## src/ttca_pkg.sv

```systemverilog
// constants for the time tag counter alignment block
// Function
// - rising clock edge is the time base
// - bunch reset loads coarse counter preset
// - bunch reset presets coarse, tag, reject together
// - latency is coarse minus tag preset mod 4096
// - coarse minus reject preset is age limit
// - hit two periods after bunch reset reads zero
// - event reset clears event number counter
// - trigger queues tag and event into fifo
// - master reset clears counters and fifo, not the decoder state machine
// - encoded line carries all four commands
// - coarse preset is twelve bit field
// - trigger tag preset is twelve bit field
// - reject preset is twelve bit field
// - counters wrap at programmable twelve bit value
package ttca_pkg;
  localparam int CNT_W          = 12;
  localparam int EVT_W          = 12;
  localparam int FIFO_DEPTH     = 8;
  localparam int CLK_PERIOD_NS  = 40;
  localparam int HIT_REF_NS     = 55;
  localparam int HIT_REF_CYCLES = HIT_REF_NS / CLK_PERIOD_NS + 1;
  localparam logic [CNT_W-1:0] CNT_RESET = 12'h000;
  localparam logic [EVT_W-1:0] EVT_RESET = 12'h000;
  localparam logic [1:0] CMD_TRIGGER = 2'h0;
  localparam logic [1:0] CMD_BUNCH   = 2'h1;
  localparam logic [1:0] CMD_EVENT   = 2'h2;
  localparam logic [1:0] CMD_MASTER  = 2'h3;
  localparam int PIN_TRIGGER = 0;
  localparam int PIN_BUNCH   = 1;
  localparam int PIN_EVENT   = 2;
  localparam int PIN_ENCODED = 3;
  localparam int PIN_COUNT   = 4;
  typedef enum logic [1:0] {
    TTCA_IDLE = 2'b00,
    TTCA_BIT1 = 2'b01,
    TTCA_BIT2 = 2'b10
  } ttca_dec_e;
endpackage

```

## src/ttca_cmd_if.sv

```systemverilog
// decoded command pulses between decoder and counter core
interface ttca_cmd_if;
  logic trigger;
  logic bunch;
  logic event_rst;
  logic master;
  modport dec  (output trigger, output bunch, output event_rst,
                output master);
  modport core (input trigger, input bunch, input event_rst,
                input master);
endinterface

```

## src/ttca_core.sv

```systemverilog
// time tag, coarse and reject counters with trigger fifo
module ttca_core
  import ttca_pkg::*;
#(
  parameter int DEPTH = FIFO_DEPTH
)(
  input  wire logic             clock,
  input  wire logic             reset_n,
  input  wire logic             trigger,
  input  wire logic             bunch_reset,
  input  wire logic             event_reset,
  input  wire logic             encoded_control,
  input  wire logic             enable_direct_trigger,
  input  wire logic             enable_direct_bunch_reset,
  input  wire logic             enable_direct_event_reset,
  input  wire logic             enable_master_reset_code,
  input  wire logic             enable_automatic_reject,
  input  wire logic [CNT_W-1:0] coarse_count_offset,
  input  wire logic [CNT_W-1:0] trigger_count_offset,
  input  wire logic [CNT_W-1:0] reject_count_offset,
  input  wire logic [CNT_W-1:0] count_roll_over,
  input  wire logic [CNT_W-1:0] hit_coarse,
  output logic [CNT_W-1:0]      coarse_count,
  output logic [CNT_W-1:0]      hit_ref_count,
  output logic [CNT_W-1:0]      trigger_tag_count,
  output logic [CNT_W-1:0]      reject_count,
  output logic [EVT_W-1:0]      event_count,
  output logic [CNT_W-1:0]      trigger_latency,
  output logic [CNT_W-1:0]      reject_limit,
  output logic                  hit_reject,
  output logic                  fifo_valid,
  input  wire logic             fifo_ready,
  output logic [CNT_W+EVT_W-1:0] fifo_data,
  output logic                  fifo_full,
  output logic                  fifo_empty,
  output logic                  trigger_lost
);
  localparam int PTR_W = $clog2(DEPTH);

  if (DEPTH < 2 || (1 << PTR_W) != DEPTH) begin : g_bad_depth
    $error("fifo depth must be a power of two of at least 2");
  end

  logic [PIN_COUNT-1:0] sync1;
  logic [PIN_COUNT-1:0] sync2;
  ttca_cmd_if           cmd ();

  // two flops on every pin input
  always_ff @(posedge clock) begin
    if (!reset_n) begin
      sync1 <= '0;
      sync2 <= '0;
    end else begin
      sync1 <= {encoded_control, event_reset, bunch_reset, trigger};
      sync2 <= sync1;
    end
  end

  ttca_decoder u_dec (
    .clock   (clock),
    .reset_n (reset_n),
    .line    (sync2[PIN_ENCODED]),
    .cmd     (cmd)
  );

  logic do_trigger;
  logic do_bunch;
  logic do_event;
  logic clr;

  assign clr        = !reset_n || (enable_master_reset_code && cmd.master);
  assign do_trigger = (enable_direct_trigger && sync2[PIN_TRIGGER])
                      || cmd.trigger;
  assign do_bunch   = (enable_direct_bunch_reset && sync2[PIN_BUNCH])
                      || cmd.bunch;
  assign do_event   = (enable_direct_event_reset && sync2[PIN_EVENT])
                      || cmd.event_rst;

  function automatic logic [CNT_W-1:0] step(input logic [CNT_W-1:0] v,
                                            input logic [CNT_W-1:0] wrap);
    step = (v == wrap) ? CNT_RESET : CNT_W'(v + 1'b1);
  endfunction

  // all counters advance on the rising edge, preset on bunch reset
  always_ff @(posedge clock) begin
    if (clr) begin
      coarse_count      <= CNT_RESET;
      trigger_tag_count <= CNT_RESET;
      reject_count      <= CNT_RESET;
    end else if (do_bunch) begin
      coarse_count      <= coarse_count_offset;
      trigger_tag_count <= trigger_count_offset;
      reject_count      <= reject_count_offset;
    end else begin
      coarse_count      <= step(coarse_count, count_roll_over);
      trigger_tag_count <= step(trigger_tag_count, count_roll_over);
      reject_count      <= step(reject_count, count_roll_over);
    end
  end

  // delayed coarse count as seen by hit measurement
  logic [CNT_W-1:0] hit_pipe [HIT_REF_CYCLES];
  always_ff @(posedge clock) begin
    if (!reset_n) begin
      for (int i = 0; i < HIT_REF_CYCLES; i++)
        hit_pipe[i] <= CNT_RESET;
    end else begin
      hit_pipe[0] <= coarse_count;
      for (int i = 1; i < HIT_REF_CYCLES; i++)
        hit_pipe[i] <= hit_pipe[i-1];
    end
  end
  assign hit_ref_count = hit_pipe[HIT_REF_CYCLES-1];

  // event number counter
  always_ff @(posedge clock) begin
    if (clr || do_event)
      event_count <= EVT_RESET;
    else if (do_trigger)
      event_count <= EVT_W'(event_count + 1'b1);
  end

  // latency and reject limit, modulo 4096
  always_ff @(posedge clock) begin
    if (!reset_n) begin
      trigger_latency <= CNT_RESET;
      reject_limit    <= CNT_RESET;
    end else begin
      trigger_latency <= CNT_W'(coarse_count_offset - trigger_count_offset);
      reject_limit    <= CNT_W'(coarse_count_offset - reject_count_offset);
    end
  end

  // stored measurement has aged past the limit
  always_ff @(posedge clock) begin
    if (clr)
      hit_reject <= 1'b0;
    else
      hit_reject <= enable_automatic_reject
                    && (hit_coarse == reject_count);
  end

  // trigger fifo
  logic [CNT_W+EVT_W-1:0] mem [DEPTH];
  logic [PTR_W-1:0]       wr_ptr;
  logic [PTR_W-1:0]       rd_ptr;
  logic [PTR_W:0]         fill;
  logic                   push;
  logic                   pop;

  assign fifo_full  = (fill == (PTR_W+1)'(DEPTH));
  assign fifo_empty = (fill == '0);
  assign fifo_valid = !fifo_empty;
  assign pop        = fifo_valid && fifo_ready;
  assign push       = do_trigger && (!fifo_full || pop);
  assign fifo_data  = mem[rd_ptr];

  always_ff @(posedge clock) begin
    if (push)
      mem[wr_ptr] <= {event_count, trigger_tag_count};
  end

  always_ff @(posedge clock) begin
    if (clr) begin
      wr_ptr <= '0;
      rd_ptr <= '0;
      fill   <= '0;
    end else begin
      if (push)
        wr_ptr <= PTR_W'(wr_ptr + 1'b1);
      if (pop)
        rd_ptr <= PTR_W'(rd_ptr + 1'b1);
      if (push && !pop)
        fill <= (PTR_W+1)'(fill + 1'b1);
      else if (pop && !push)
        fill <= (PTR_W+1)'(fill - 1'b1);
    end
  end

  // pulse when a trigger finds the fifo full with no pop in the same cycle
  always_ff @(posedge clock) begin
    if (clr)
      trigger_lost <= 1'b0;
    else
      trigger_lost <= do_trigger && !push;
  end
endmodule

```

## src/ttca_decoder.sv

```systemverilog
// serial decoder of the encoded command line
module ttca_decoder
  import ttca_pkg::*;
(
  input  wire logic clock,
  input  wire logic reset_n,
  input  wire logic line,
  ttca_cmd_if.dec   cmd
);
  ttca_dec_e  state;
  logic       first;

  // start bit then two code bits, msb first
  always_ff @(posedge clock) begin
    if (!reset_n) begin
      state <= TTCA_IDLE;
      first <= 1'b0;
    end else begin
      unique case (state)
        TTCA_IDLE: if (line) state <= TTCA_BIT1;
        TTCA_BIT1: begin
          first <= line;
          state <= TTCA_BIT2;
        end
        TTCA_BIT2: state <= TTCA_IDLE;
        default:   state <= TTCA_IDLE;
      endcase
    end
  end

  always_ff @(posedge clock) begin
    if (!reset_n) begin
      cmd.trigger   <= 1'b0;
      cmd.bunch     <= 1'b0;
      cmd.event_rst <= 1'b0;
      cmd.master    <= 1'b0;
    end else begin
      cmd.trigger   <= (state == TTCA_BIT2) && ({first, line} == CMD_TRIGGER);
      cmd.bunch     <= (state == TTCA_BIT2) && ({first, line} == CMD_BUNCH);
      cmd.event_rst <= (state == TTCA_BIT2) && ({first, line} == CMD_EVENT);
      cmd.master    <= (state == TTCA_BIT2) && ({first, line} == CMD_MASTER);
    end
  end
endmodule

```

## config.mk

```make
export PLATFORM = sky130hd
export DESIGN_NAME = ttca_core
export DESIGN_NICKNAME = d
export VERILOG_FILES = /design/src/ttca_pkg.sv /design/src/ttca_cmd_if.sv /design/src/ttca_core.sv /design/src/ttca_decoder.sv
export SDC_FILE = /design/constraint.sdc
export NUM_CORES = 1
export LEC_CHECK = 0
export BUFFER_PORTS_ARGS = -buffer_cell sky130_fd_sc_hd__buf_2
export CORE_MARGIN = 5
export CORE_UTILIZATION = 35
export DETAILED_ROUTE_END_ITERATION = 6
export HOLD_SLACK_MARGIN = 0.15
export PLACE_DENSITY = 0.6
export SYNTH_ARGS = -nofsm -noshare
export SYNTH_HDL_FRONTEND = slang
export SYNTH_SLANG_ARGS = --single-unit
```

## constraint.sdc

```tcl
create_clock -name clock -period 5.7 [get_ports clock]
set_input_delay 1.14 -clock clock [delete_from_list [all_inputs] [get_ports clock]]
set_output_delay 1.14 -clock clock [all_outputs]
set_load 0.1 [all_outputs]
```

==> results.yml <==
clock_tree:
  cts_tree: "done"
  numCtsBuffers: 36
  cts_sinks: 318
  cts-hold-fix-buffers: 0
  path_clk_slew_ns: 0.06
  cts_setup_buffers: 0
  cts_buffer_depth: 3
  clockRootBuffer: "clkbuf_16"
  htree_levels: 2
  postCtsResizedCells: 0
  clk_latency_ns: 0.52
setup_path:
  slowest_delay_ns: 0.87
  ff2ff_path_depth: 12
  r2r_start: "fill[0]"
  cp_num_buf_inv: 2
  timing.rr.end: "fill[3]"
  end_kind: "output pin"
  crit_fanout: 30
  cp_top_family: "flip-flops"
  worst_ep_required_time_ns: 4.56
  crit_slowest_cell: "dfxtp_2"
  arrival_ns: 2.78
  worstPathCellList: "buf_4, mux4_2, mux2_2, buf_2"
  r2r_setup_slack_ns: 2.88
  cp-start-kind: "register"
  critical_path_class: "reg2out"
final_layout:
  final_cells: 1748
  nNetsFinal: 1304
  drive_gt1_frac: 0.287
  area_delta_synth_final_pct: 19.0
timing:
  rsz0062_at_grt: "no"
  fin_tns_setup_ns: 0
  finalSetupViolCount: 0
  finClkSkew_ns: 0.0146
  fmax_mhz: 255
  hold_viol_final: 0
  tightest_slew_ns: 0.991
  slew_headroom: 0.339
  min_period_ns: 3.92
  drv_slew: 0
  fin_crit_sh: 0.688
synth:
  ys_types: 61
  synth.area.top_cells: "edfxtp_1 (42%), dfxtp_1 (18%), mux4_2 (7.9%)"
  synth_fp_nets: 1124
  synth_top_area_share: 0.421
  postSynthAreaPerCell_um2: 13.4
  yosys.area.top_type: "edfxtp_1"
  synthArstFlopShare: 0
  synthCells: 1018
  syn_area_mm2: 0.0137
  ys_seq_area_frac: 0.606
  synth_top_flop_cell: "edfxtp_1"
  synth_edf_count: 192
  synth-seq-cells: 318
  synth_warnings: 0
drt:
  wl_um: 34600
  drt-pass1-iter-count: 5
  drc: 0
  viasPerCell: 5.00
  drtAntennaViolNets: 0
  drt_iter0_drc: 427
  avgRoutedWirePerCell_um: 19.8
  dr_total_vias: 8744
global_route:
  grt_use_met2: 0.267
  antenna_found_initial: 7
  grt_pass1_wl_um: 53200
  use_met3: 0.0397
  track_usage: 0.156
  grt_use_met1: 0.198
  grt_pass1_vias: 9116
  busiest_layer: "met2"
  grt_max_degree: 49
  grt-ovfl-total: 0
worst_hold_path:
  hp-start: "hit_pipe[0][1]"
  hold_path_class: "reg2reg"
  whs_endpoint: "hit_pipe[0][13]"
  min_path_cells: 1
die:
  initial_utilization: 0.354
  rows: 72
  fp.dieW_um: 208
  io_pins: 185
  die_h_um: 208
  fp.coreArea_mm2: 0.0386
  die_area_mm2: 0.0432
placed_design:
  gp_congestion: 0.868
  place_inst: 1678
  io_buffers: 184
  dp_hpwl_um: 23800
power:
  vdd_drop_max_uv: 217
  p_per_area_mw_per_mm2: 380
  p_leak_nw: 6.06
run:
  drv_cap: 0
run_status:
  status: "finished clean"
[kinds of logic after synthesis]
logic type / after synthesis / share of synthesized area
simple gates: 291 / 0.110
buf+inv: 91 / 0.0329
mux: 77 / 0.102
flops: 318 / 0.606
xor+xnor: 96 / 0.0614
compound gates: 111 / 0.0549
fa+ha+maj: 34 / 0.0327
[per-layer routing]
metal | vias to the layer above | wire, µm
met5 | - | 41
met4 | 8 | 848
met3 | 63 | 2020
met2 | 233 | 16800
met1 | 4343 | 14900
li1 | 4097 | -
[cell usage in the layout, fill, tap and decap left out, types with 5 or more instances in the layout]
cell	count
mux2i_1	5
a21oi_1	37
inv_1	32
nand4_1	18
nor2b_1	9
or3_1	25
nor4_1	5
buf_4	15
nand2b_1	5
a21o_1	5
nor2_1	62
xnor2_1	75
nor3_2	6
o21ai_0	11
buf_2	184
o21a_1	13
and2_1	32
clkbuf_16	36
dfxtp_1	124
o31a_1	6
a22o_1	13
xor2_1	21
edfxtp_1	192
nand2_1	58
mux2_2	24
clkinv_2	11
mux4_2	48
ha_1	31
nand3_1	20
nor3_1	27
[report_power, final]
| group | total, W | switching [W] | internal [W] |
|---|---|---|---|
| clock | 0.00228 | 0.000938 | 0.00134 |
| combinational | 0.00130 | 0.000930 | 0.000369 |
| sequential | 0.00261 | 0.000128 | 0.00248 |
| total | 0.00619 | 0.00200 | 0.00419 |
[state kept, by name, indices dropped and copies added, names as in the netlist, 2 cells and up, named ones only]
signal             count
coarse_count          12
mem                  192
sync2                  4
reject_count          12
event_count           12
reject_limit          12
trigger_tag_count     12
wr_ptr                 3
u_dec.state            2
hit_pipe              24
fill                   4
rd_ptr                 3
trigger_latency       12
sync1                  4
[worst max path at each step]
stage,end,slack [ns],cells past startpoint
final,fifo_data[0],1.78,4
after global routing,fifo_data[0],1.56,3
after CTS,fifo_data[0],1.70,4
after detailed placement,trigger_tag_count[11],1.87,4
after global placement,trigger_tag_count[11],1.94,4
after floorplan,mem[0][0],1.43,3
[metrics by stage]
step / cell area, µm² / hold slack [ns] / power (W) / util / setup WS (ns)
floorplan: 13700 / 0.412 / 0.00372 / - / 1.43
global placement: 15100 / 0.414 / 0.00396 / 0.391 / 1.94
global route: 16300 / 0.439 / 0.00643 / 0.421 / 1.56
detailed placement: 15100 / 0.422 / 0.00397 / 0.391 / 1.87
finish: 16300 / 0.428 / 0.00619 / 0.421 / 1.78
CTS: 16300 / 0.434 / 0.00627 / 0.421 / 1.70
[final cells by class]
class	count	area [µm²]
diodes	4	10.0
clock buffers	42	943
clock inverters	24	233
fillers	3590	22400
inverters	34	128
multi-input cells	609	5000
flip-flops and latches	318	8290
well taps	518	648
repair buffers	199	1030
[synthesized netlist by cell type (11+ instances only)]
| cell type | n |
|---|---|
| a21oi_1 | 37 |
| a22o_1 | 13 |
| and2_1 | 32 |
| buf_2 | 15 |
| buf_4 | 12 |
| clkbuf_1 | 20 |
| dfxtp_1 | 126 |
| edfxtp_1 | 192 |
| ha_1 | 31 |
| inv_1 | 32 |
| mux2_2 | 24 |
| mux4_2 | 48 |
| nand2_1 | 58 |
| nand3_1 | 20 |
| nand4_1 | 18 |
| nor2_1 | 65 |
| nor3_1 | 31 |
| o21a_1 | 13 |
| o21ai_0 | 11 |
| or3_1 | 25 |
| xnor2_1 | 75 |
| xor2_1 | 21 |
Note: power is estimated with default switching activity, not from simulation.
